<file path="config.mk">
export PLATFORM = sky130hd
export DESIGN_NAME = can_host_pins
export DESIGN_NICKNAME = d
export VERILOG_FILES = /design/src/core/can_host_pkg.sv /design/src/core/sync_2ff.sv /design/src/core/can_host_pins.sv
export SDC_FILE = /design/constraint.sdc
export NUM_CORES = 1
export LEC_CHECK = 0
export ABC_AREA = 1
export BUFFER_PORTS_ARGS = -buffer_cell sky130_fd_sc_hd__clkbuf_2
export CORE_MARGIN = 8
export CORE_UTILIZATION = 40
export DETAILED_ROUTE_END_ITERATION = 7
export PLACE_DENSITY = 0.56
export SETUP_SLACK_MARGIN = 0.1
export SYNTH_ARGS = -nofsm -noshare
export SYNTH_HDL_FRONTEND = slang
export SYNTH_SLANG_ARGS = --single-unit
</file>
<file path="constraint.sdc">
create_clock -name i_clock -period 3.7 [get_ports i_clock]
set_input_delay 0.37 -clock i_clock [delete_from_list [all_inputs] [get_ports i_clock]]
set_output_delay 0.37 -clock i_clock [all_outputs]
set_load 0.005 [all_outputs]
</file>
<file path="src/core/can_host_pkg.sv">
// constants, types and register map of the host pin interface
package can_host_pkg;
   timeunit 1ns;
   timeprecision 1ps;

   // ------------------------------------------------------------
   // register map
   // ------------------------------------------------------------
   localparam logic [7:0] CPU_IF_CTRL_OFFSET = 8'h02;
   localparam logic [7:0] CPU_IF_CTRL_RESET = 8'h00;
   localparam int INT_PIN_SELECT_BIT = 5;
   localparam logic [7:0] READ_UNMAPPED = 8'h00;

   // ------------------------------------------------------------
   // straps and timing
   // ------------------------------------------------------------
   localparam logic [1:0] BUS_TYPE_NONMUX = 2'h3;
   localparam logic [1:0] STRAP_CYCLES = 2'h3;
   localparam int CLOCK_PERIOD_PS = 4000;
   localparam int ACK_PULLUP_NS = 10;
   localparam int ACK_PULLUP_CYCLES = (ACK_PULLUP_NS * 1000 + CLOCK_PERIOD_PS - 1) / CLOCK_PERIOD_PS;

   // ------------------------------------------------------------
   // serial frame: write flag, 7-bit address, 8-bit data
   // ------------------------------------------------------------
   localparam int SER_FRAME_BITS = 16;
   localparam logic [4:0] SER_ADDR_LAST = 5'h07;
   localparam logic [4:0] SER_FRAME_LAST = 5'h0f;
   localparam logic [7:0] SER_RELEASED = 8'hff;

   // ------------------------------------------------------------
   // carriers and states
   // ------------------------------------------------------------
   typedef struct packed {
      logic cs_n;
      logic rw_n;
      logic addr_ok_in;
      logic [7:0] addr;
      logic [7:0] data;
      logic sclk;
      logic ser_cs_n;
      logic mosi;
      logic sample_phase;
      logic serial_clk_idle_level;
      logic [1:0] bus_type;
      logic serial_mode;
   } pin_in_t;

   typedef struct packed {
      logic write_en;
      logic [7:0] addr;
      logic [7:0] data;
   } host_access_t;

   typedef enum logic [1:0] {
      PAR_IDLE,
      PAR_ACCESS,
      PAR_ACK
   } par_state_t;

endpackage : can_host_pkg

</file>
<file path="src/core/sync_2ff.sv">
// two flip-flop synchroniser for a vector of pin levels
module sync_2ff #(
   parameter int WIDTH = 1
) (
   input wire logic i_clock,
   input wire logic i_rst,
   input wire logic [WIDTH-1:0] i_async,
   output logic [WIDTH-1:0] o_sync
);
   timeunit 1ns;
   timeprecision 1ps;

   logic [WIDTH-1:0] meta_reg;
   logic [WIDTH-1:0] sync_reg;

   // first stage feeds only the second stage
   always_ff @(posedge i_clock or posedge i_rst) begin
      if (i_rst) begin
         meta_reg <= '0;
         sync_reg <= '0;
      end else begin
         meta_reg <= i_async;
         sync_reg <= meta_reg;
      end
   end

   assign o_sync = sync_reg;

endmodule : sync_2ff

</file>
<file path="src/core/can_host_pins.sv">
// host pin interface: non-multiplexed bus handshake, serial port, interrupt pin steering
//
// Overview of operation
// - read data valid marked by acknowledge low
// - write data accepted marked by acknowledge low
// - serial clock idles at selected level
// - interrupt steered to one of two pins
// - interrupt pin only ever pulled low
// - serial read data out, open drain
// - sample phase picks serial sampling edge
module can_host_pins (
   input wire logic i_clock,
   input wire logic i_rst,
   input wire logic i_cs_n,
   input wire logic i_rw_n,
   input wire logic i_addr_ok_in,
   input wire logic [7:0] i_addr,
   input wire logic [7:0] i_data,
   input wire logic i_sclk,
   input wire logic i_ser_cs_n,
   input wire logic i_mosi,
   input wire logic i_sample_phase,
   input wire logic i_serial_clk_idle_level,
   input wire logic i_bus_type_hi,
   input wire logic i_bus_type_lo,
   input wire logic i_serial_mode,
   input wire logic i_irq_req,
   input wire logic i_port2_bit6_out,
   input wire logic i_port2_bit6_oe,
   output logic [7:0] o_data_out,
   output logic o_data_oe,
   output logic o_transfer_ack_out,
   output logic o_transfer_ack_oe,
   output logic o_irq_primary_oe,
   output logic o_half_supply_ref_en,
   output logic o_alt_pin_out,
   output logic o_alt_pin_oe,
   output logic o_miso_oe,
   output logic [7:0] o_cpu_if_ctrl
);
   timeunit 1ns;
   timeprecision 1ps;
   // ------------------------------------------------------------
   // pin synchronisers
   // ------------------------------------------------------------
   can_host_pkg::pin_in_t pin_raw, pin;
   assign pin_raw = '{cs_n: i_cs_n, rw_n: i_rw_n, addr_ok_in: i_addr_ok_in, addr: i_addr, data: i_data,
                      sclk: i_sclk, ser_cs_n: i_ser_cs_n, mosi: i_mosi, sample_phase: i_sample_phase,
                      serial_clk_idle_level: i_serial_clk_idle_level,
                      bus_type: {i_bus_type_hi, i_bus_type_lo}, serial_mode: i_serial_mode};
   sync_2ff #(
      .WIDTH($bits(can_host_pkg::pin_in_t))
   ) u_pin_sync (
      .i_clock(i_clock),
      .i_rst(i_rst),
      .i_async(pin_raw),
      .o_sync(pin)
   );
   // ------------------------------------------------------------
   // strap capture after reset release
   // ------------------------------------------------------------
   // the synchronisers hold reset zeros for two cycles, so straps are taken only once they have filled
   logic [1:0] strap_cnt_reg, strap_cnt_next;
   logic par_mode_reg, par_mode_next, ser_mode_reg, ser_mode_next, straps_done;

   always_comb begin
      strap_cnt_next = strap_cnt_reg;
      par_mode_next = par_mode_reg;
      ser_mode_next = ser_mode_reg;
      if (strap_cnt_reg != can_host_pkg::STRAP_CYCLES) begin
         strap_cnt_next = strap_cnt_reg + 2'h1;
         par_mode_next = (pin.bus_type == can_host_pkg::BUS_TYPE_NONMUX);
         ser_mode_next = pin.serial_mode;
      end
   end

   always_ff @(posedge i_clock or posedge i_rst) begin
      if (i_rst) begin
         strap_cnt_reg <= 2'h0;
         par_mode_reg <= 1'b0;
         ser_mode_reg <= 1'b0;
      end else begin
         strap_cnt_reg <= strap_cnt_next;
         par_mode_reg <= par_mode_next;
         ser_mode_reg <= ser_mode_next;
      end
   end

   assign straps_done = (strap_cnt_reg == can_host_pkg::STRAP_CYCLES);
   // ------------------------------------------------------------
   // register file
   // ------------------------------------------------------------
   logic [7:0] ctrl_reg, ctrl_next;
   can_host_pkg::host_access_t par_acc, ser_acc;

   function automatic logic [7:0] read_data(input logic [7:0] addr, input logic [7:0] ctrl);
      read_data = (addr == can_host_pkg::CPU_IF_CTRL_OFFSET) ? ctrl : can_host_pkg::READ_UNMAPPED;
   endfunction : read_data

   always_comb begin
      ctrl_next = ctrl_reg;
      if (par_acc.write_en && par_acc.addr == can_host_pkg::CPU_IF_CTRL_OFFSET) begin
         ctrl_next = par_acc.data;
      end else if (ser_acc.write_en && ser_acc.addr == can_host_pkg::CPU_IF_CTRL_OFFSET) begin
         ctrl_next = ser_acc.data;
      end
   end

   always_ff @(posedge i_clock or posedge i_rst) begin
      if (i_rst) begin
         ctrl_reg <= can_host_pkg::CPU_IF_CTRL_RESET;
      end else begin
         ctrl_reg <= ctrl_next;
      end
   end

   // ------------------------------------------------------------
   // non-multiplexed parallel bus
   // ------------------------------------------------------------
   can_host_pkg::par_state_t par_state_reg, par_state_next;
   logic [7:0] data_out_reg, data_out_next;
   logic data_oe_reg, data_oe_next, ack_out_reg, ack_out_next, ack_oe_reg, ack_oe_next, par_sel;
   logic [1:0] pullup_cnt_reg, pullup_cnt_next;
   assign par_sel = straps_done && par_mode_reg && !pin.cs_n && pin.addr_ok_in;
   always_comb begin
      par_state_next = par_state_reg;
      data_out_next = data_out_reg;
      data_oe_next = data_oe_reg;
      ack_out_next = ack_out_reg;
      ack_oe_next = ack_oe_reg;
      pullup_cnt_next = pullup_cnt_reg;
      par_acc = '{write_en: 1'b0, addr: pin.addr, data: pin.data};
      // brief active pull-up after release, then the pin is left to the external pull-up
      if (pullup_cnt_reg != 2'h0) begin
         pullup_cnt_next = pullup_cnt_reg - 2'h1;
         if (pullup_cnt_reg == 2'h1) begin
            ack_oe_next = 1'b0;
         end
      end
      unique case (par_state_reg)
         can_host_pkg::PAR_IDLE: begin
            // one settle cycle lets address and data bits synchronised apart line up
            if (par_sel) begin
               par_state_next = can_host_pkg::PAR_ACCESS;
            end
         end
         can_host_pkg::PAR_ACCESS: begin
            if (!par_sel) begin
               par_state_next = can_host_pkg::PAR_IDLE;
            end else begin
               if (pin.rw_n) begin
                  data_out_next = read_data(pin.addr, ctrl_reg);
                  data_oe_next = 1'b1;
               end else begin
                  par_acc.write_en = 1'b1;
               end
               ack_out_next = 1'b0;
               ack_oe_next = 1'b1;
               pullup_cnt_next = 2'h0;
               par_state_next = can_host_pkg::PAR_ACK;
            end
         end
         can_host_pkg::PAR_ACK: begin
            if (!par_sel) begin
               data_oe_next = 1'b0;
               ack_out_next = 1'b1;
               pullup_cnt_next = 2'(can_host_pkg::ACK_PULLUP_CYCLES);
               par_state_next = can_host_pkg::PAR_IDLE;
            end
         end
      endcase
   end

   always_ff @(posedge i_clock or posedge i_rst) begin
      if (i_rst) begin
         par_state_reg <= can_host_pkg::PAR_IDLE;
         data_out_reg <= 8'h00;
         data_oe_reg <= 1'b0;
         ack_out_reg <= 1'b1;
         ack_oe_reg <= 1'b0;
         pullup_cnt_reg <= 2'h0;
      end else begin
         par_state_reg <= par_state_next;
         data_out_reg <= data_out_next;
         data_oe_reg <= data_oe_next;
         ack_out_reg <= ack_out_next;
         ack_oe_reg <= ack_oe_next;
         pullup_cnt_reg <= pullup_cnt_next;
      end
   end

   // ------------------------------------------------------------
   // serial port
   // ------------------------------------------------------------
   localparam int SER_W = can_host_pkg::SER_FRAME_BITS;
   logic [4:0] bit_cnt_reg, bit_cnt_next;
   logic [SER_W-1:0] in_sr_reg, in_sr_next;
   logic [7:0] out_sr_reg, out_sr_next;
   logic sclk_prev_reg, sclk_prev_next, miso_oe_reg, miso_oe_next;
   logic ser_active, sample_edge, shift_edge, leading_is_shift;
   logic [SER_W-1:0] frame;
   assign ser_active = straps_done && ser_mode_reg && !pin.ser_cs_n;
   assign sample_edge = pin.sample_phase ? (sclk_prev_reg && !pin.sclk) : (!sclk_prev_reg && pin.sclk);
   assign shift_edge = pin.sample_phase ? (!sclk_prev_reg && pin.sclk) : (sclk_prev_reg && !pin.sclk);
   // the edge leaving the idle level is the shift edge when idle level and phase differ
   assign leading_is_shift = (pin.serial_clk_idle_level != pin.sample_phase);
   assign frame = {in_sr_reg[SER_W-2:0], pin.mosi};
   always_comb begin
      sclk_prev_next = pin.sclk;
      bit_cnt_next = bit_cnt_reg;
      in_sr_next = in_sr_reg;
      out_sr_next = out_sr_reg;
      miso_oe_next = miso_oe_reg;
      ser_acc = '{write_en: 1'b0, addr: {1'b0, frame[14:8]}, data: frame[7:0]};
      if (!ser_active) begin
         bit_cnt_next = 5'h00;
         in_sr_next = '0;
         out_sr_next = can_host_pkg::SER_RELEASED;
         miso_oe_next = 1'b0;
      end else if (sample_edge) begin
         in_sr_next = frame;
         bit_cnt_next = bit_cnt_reg + 5'h01;
         if (bit_cnt_reg == can_host_pkg::SER_ADDR_LAST) begin
            out_sr_next = read_data({1'b0, frame[6:0]}, ctrl_reg);
         end else if (bit_cnt_reg == can_host_pkg::SER_FRAME_LAST) begin
            ser_acc.write_en = frame[15];
            bit_cnt_next = 5'h00;
         end
      end else if (shift_edge && !(bit_cnt_reg == 5'h00 && leading_is_shift)) begin
         // only zeros are driven; ones are left to the bus pull-up
         miso_oe_next = !out_sr_reg[7];
         out_sr_next = {out_sr_reg[6:0], 1'b1};
      end
   end

   always_ff @(posedge i_clock or posedge i_rst) begin
      if (i_rst) begin
         sclk_prev_reg <= 1'b0;
         bit_cnt_reg <= 5'h00;
         in_sr_reg <= '0;
         out_sr_reg <= can_host_pkg::SER_RELEASED;
         miso_oe_reg <= 1'b0;
      end else begin
         sclk_prev_reg <= sclk_prev_next;
         bit_cnt_reg <= bit_cnt_next;
         in_sr_reg <= in_sr_next;
         out_sr_reg <= out_sr_next;
         miso_oe_reg <= miso_oe_next;
      end
   end

   // ------------------------------------------------------------
   // interrupt pin steering
   // ------------------------------------------------------------
   logic irq_pri_oe_reg, irq_pri_oe_next, half_ref_reg, half_ref_next;
   logic alt_out_reg, alt_out_next, alt_oe_reg, alt_oe_next, int_alt;
   assign int_alt = ctrl_reg[can_host_pkg::INT_PIN_SELECT_BIT];
   always_comb begin
      irq_pri_oe_next = !int_alt && i_irq_req;
      half_ref_next = int_alt;
      alt_out_next = int_alt ? 1'b0 : i_port2_bit6_out;
      alt_oe_next = int_alt ? i_irq_req : i_port2_bit6_oe;
   end

   always_ff @(posedge i_clock or posedge i_rst) begin
      if (i_rst) begin
         irq_pri_oe_reg <= 1'b0;
         half_ref_reg <= 1'b0;
         alt_out_reg <= 1'b0;
         alt_oe_reg <= 1'b0;
      end else begin
         irq_pri_oe_reg <= irq_pri_oe_next;
         half_ref_reg <= half_ref_next;
         alt_out_reg <= alt_out_next;
         alt_oe_reg <= alt_oe_next;
      end
   end

   // ------------------------------------------------------------
   // outputs
   // ------------------------------------------------------------
   assign o_data_out = data_out_reg;
   assign o_data_oe = data_oe_reg;
   assign o_transfer_ack_out = ack_out_reg;
   assign o_transfer_ack_oe = ack_oe_reg;
   assign o_irq_primary_oe = irq_pri_oe_reg;
   assign o_half_supply_ref_en = half_ref_reg;
   assign o_alt_pin_out = alt_out_reg;
   assign o_alt_pin_oe = alt_oe_reg;
   assign o_miso_oe = miso_oe_reg;
   assign o_cpu_if_ctrl = ctrl_reg;

endmodule : can_host_pins

</file>
==> impl_results.md <==
- Fraction of registers with async set/reset: 100%
- Reg-to-Reg Start: strap_cnt_reg[0]$_DFFE_PP0P_
- Stages on worst setup path: 6
- Clk_skew: ~0.0085 ns
- Pins Over Slew Limit: 0
- Initial antenna violation count: 0
- Worst Path Max Fanout: 12
- I/O pins: between 50 and 60
- Critical-path top delay cell: nor3_4
- Most used DFF post-synth: dfrtp_1
- DIE WIDTH: around 120 um
- First-pass GRT wire length: between 10000 and 15000 um
- Dominant cell type by area after synthesis: dfrtp_1
- Top delay family on crit path: simple AND/OR/NAND/NOR gates
- Most common cell after layout, fill and taps aside: dfrtp_1
- Synth cell types: 37
- Post-Syn Area per Cell: 11.3 um2
- Gr usage total: 12.6%
- Clock buffer depth: 2
- Vias: between 2000 and 3000
- Number of global-route vias before repair: approximately 3000
- Pwr/cell area: about 550 nW/um2
- CTS tree: done
- Max cap viols: 0
- Reg2reg end: o_cpu_if_ctrl[4]$_DFFE_PP0P_
- Most common cell on crit path: nand3_1
- Setup TNS: 0 ns
- Layout cells sized above 1: 27.6%
- Die H: about 120 um
- VDD IR max: 0.288 mV
- Commonest non-fill, non-tap cells in the layout: 106 x dfrtp_1, 79 x nand2_1, 55 x nand3_1, 55 x clkbuf_2, 38 x inv_1
- CTS sink count: between 100 and 150
- Routed length per placed instance: 13.1 um
- DIE AREA: ~15000 um2
- Slew @ Worst Pin: around 1.0 ns
- Lkg Pwr: about 2.8 nW
- Fin nets: approximately 530
- Period utilisation layout: 53.6%
- CP Buf/Inv Count: 0
- Crit path from: strap_cnt_reg[0]$_DFFE_PP0P_
- Crit-path cells: ha_1 -> nand2_4 -> nor3_4 -> nand3_2 -> nand3_1 -> nand3_1
- Inserted Clock Buffers: 17
- Achievable frequency: approximately 0.50 GHz
- CP arrival: 2.38 ns
- Crit path to: o_cpu_if_ctrl[4]$_DFFE_PP0P_
- Status: complete, no violations
- Critical Path RT: 4.09 ns
- Relative slew slack: about a third
- Initial drt markers: around 170
- Setup crit end kind: register
- Largest net degree at the start of global routing: 86
- Drt total wl: around 8400 um
- # rows: 38
- Synth-to-layout area growth: 27.7%
- Final hold vios: 0
- Worst skew pair latency: roughly 0.52 ns
- Total Power: approximately 3.1 mW
- Final hold slack: a little over 0.04 ns
- Clk pin slew, worst setup/hold paths: 0.06 ns
- Port Buffers: 55
- Final Wtd Congestion: roughly 0.76
- Drt pass-1 iters: 4
- Reg2reg setup slack: around 1.7 ns
- Crit Path Category: register to register
- Via density: 4.56
- Post-Syn Area: 4470 um2
- Post-synth top area share: between 50% and 60%
- DP HPWL: 5700 um
- Register area share after synthesis: ~65%
- Final period demand of the worst path: around 2.0 ns
- Setup crit start kind: register
- Area contributors post-synth: dfrtp_1 59%, nand2_1 6.6%, nand3_1 6.2%
- RSZ-0062 raised after global routing: no
- Antenna Cells: 0
- Remaining Overflow, GRT: 0
- Flops & latches, synth: 115
- Number of synthesized flops with an enable pin: 0
- Gate Count Post-Synth: 394
- H-tree depth: 4
- ANT nets after route: 0
- R2r worst-path depth: 6
- Slowest stage delay, CP: about 0.45 ns
- Clock Tree Root: clkbuf_8
- Final setup fails: 0
- DRC viols: 0
- Initial core utilization: between 40% and 50%
- Syn. warnings: 0
- # resized after CTS: 0
- Tightest Hold Check Type: input port to register
- Syn_nets: between 400 and 500
- Core Area: 10900 um2
-- worst min-delay path: stages --
cell      delay [ns]
clkbuf_2        0.08
inv_1           0.04
nor2_1          0.03
-- final cells by class --
type,instances,area [um2]
fill,961,5180
sequential,115,2890
multi-input combinational,226,1340
clock inverter,13,128
clock buffer,19,432
inverter,47,186
tap,140,175
timing repair buffer,84,561
-- cell usage after synthesis (all sizes together), types with 2 or more instances --
master / instances
a21oi: 4
buf: 6
clkinv: 2
dfrtp: 106
dfstp: 9
ha: 6
inv: 45
nand2: 85
nand3: 61
nand4: 9
nor2: 26
o21ai: 12
o22ai: 14
o31ai: 2
-- through the flow --
| stage | setup slack (ns) | instances | util [%] | instance area, um2 |
|---|---|---|---|---|
| 2_1_floorplan | 0.301 | 394 | - | 4470 |
| 3_3_place_gp | 1.80 | 585 | 44.8 | 4880 |
| 3_5_place_dp | 1.75 | 585 | 44.8 | 4880 |
| 4_1_cts | 1.72 | 644 | 52.4 | 5710 |
| 5_1_grt | 1.54 | 644 | 52.4 | 5710 |
| 6_report | 1.72 | 644 | 52.4 | 5710 |
-- report_power, final --
group | internal [mW] | switching, mW
logic | 0.0984 | 0.150
registers | 1.34 | 0.0309
clock network | 0.914 | 0.584
total | 2.35 | 0.765
-- logic make-up after synthesis --
kind of cell / after synthesis / share of synthesized area [%]
AO/OA/AOI/OAI: 35 / 6.16
XOR/XNOR: 2 / 0.392
AND/OR/NAND/NOR: 183 / 21.7
adder cells (fa/ha/maj): 6 / 1.68
flip-flops: 115 / 64.6
buffers and inverters: 53 / 5.46
-- worst min-delay path by stage --
stage | endpoint | startpoint | depth (start not counted)
after floorplan | u_pin_sync.o_sync[0]$_DFF_PP0_ | u_pin_sync.meta_reg[0]$_DFF_PP0_ | 0
after global placement | u_pin_sync.o_sync[7]$_DFF_PP0_ | u_pin_sync.meta_reg[7]$_DFF_PP0_ | 0
after detailed placement | u_pin_sync.o_sync[14]$_DFF_PP0_ | u_pin_sync.meta_reg[14]$_DFF_PP0_ | 0
after CTS | o_alt_pin_out$_DFF_PP0_ | i_port2_bit6_out | 3
after global routing | o_alt_pin_out$_DFF_PP0_ | i_port2_bit6_out | 3
final | o_alt_pin_out$_DFF_PP0_ | i_port2_bit6_out | 3
-- repair_timing --
action                                 4_1_cts  5_1_grt
endpoints found under the hold margin       27        0
buffers inserted                             0        0
hold buffers                                27        0
-- routing by layer --
metal	vias up	part of all wire (%)	wire length (um)	global-route usage, %
li1	1488	-	-	-
met1	1377	46	3860	15.2
met2	57	46	3880	19.2
met3	14	5.7	483	4.67
met4	0	2.3	193	6.94
met5	-	0	0	0
Note: power is estimated with default switching activity, not from simulation.
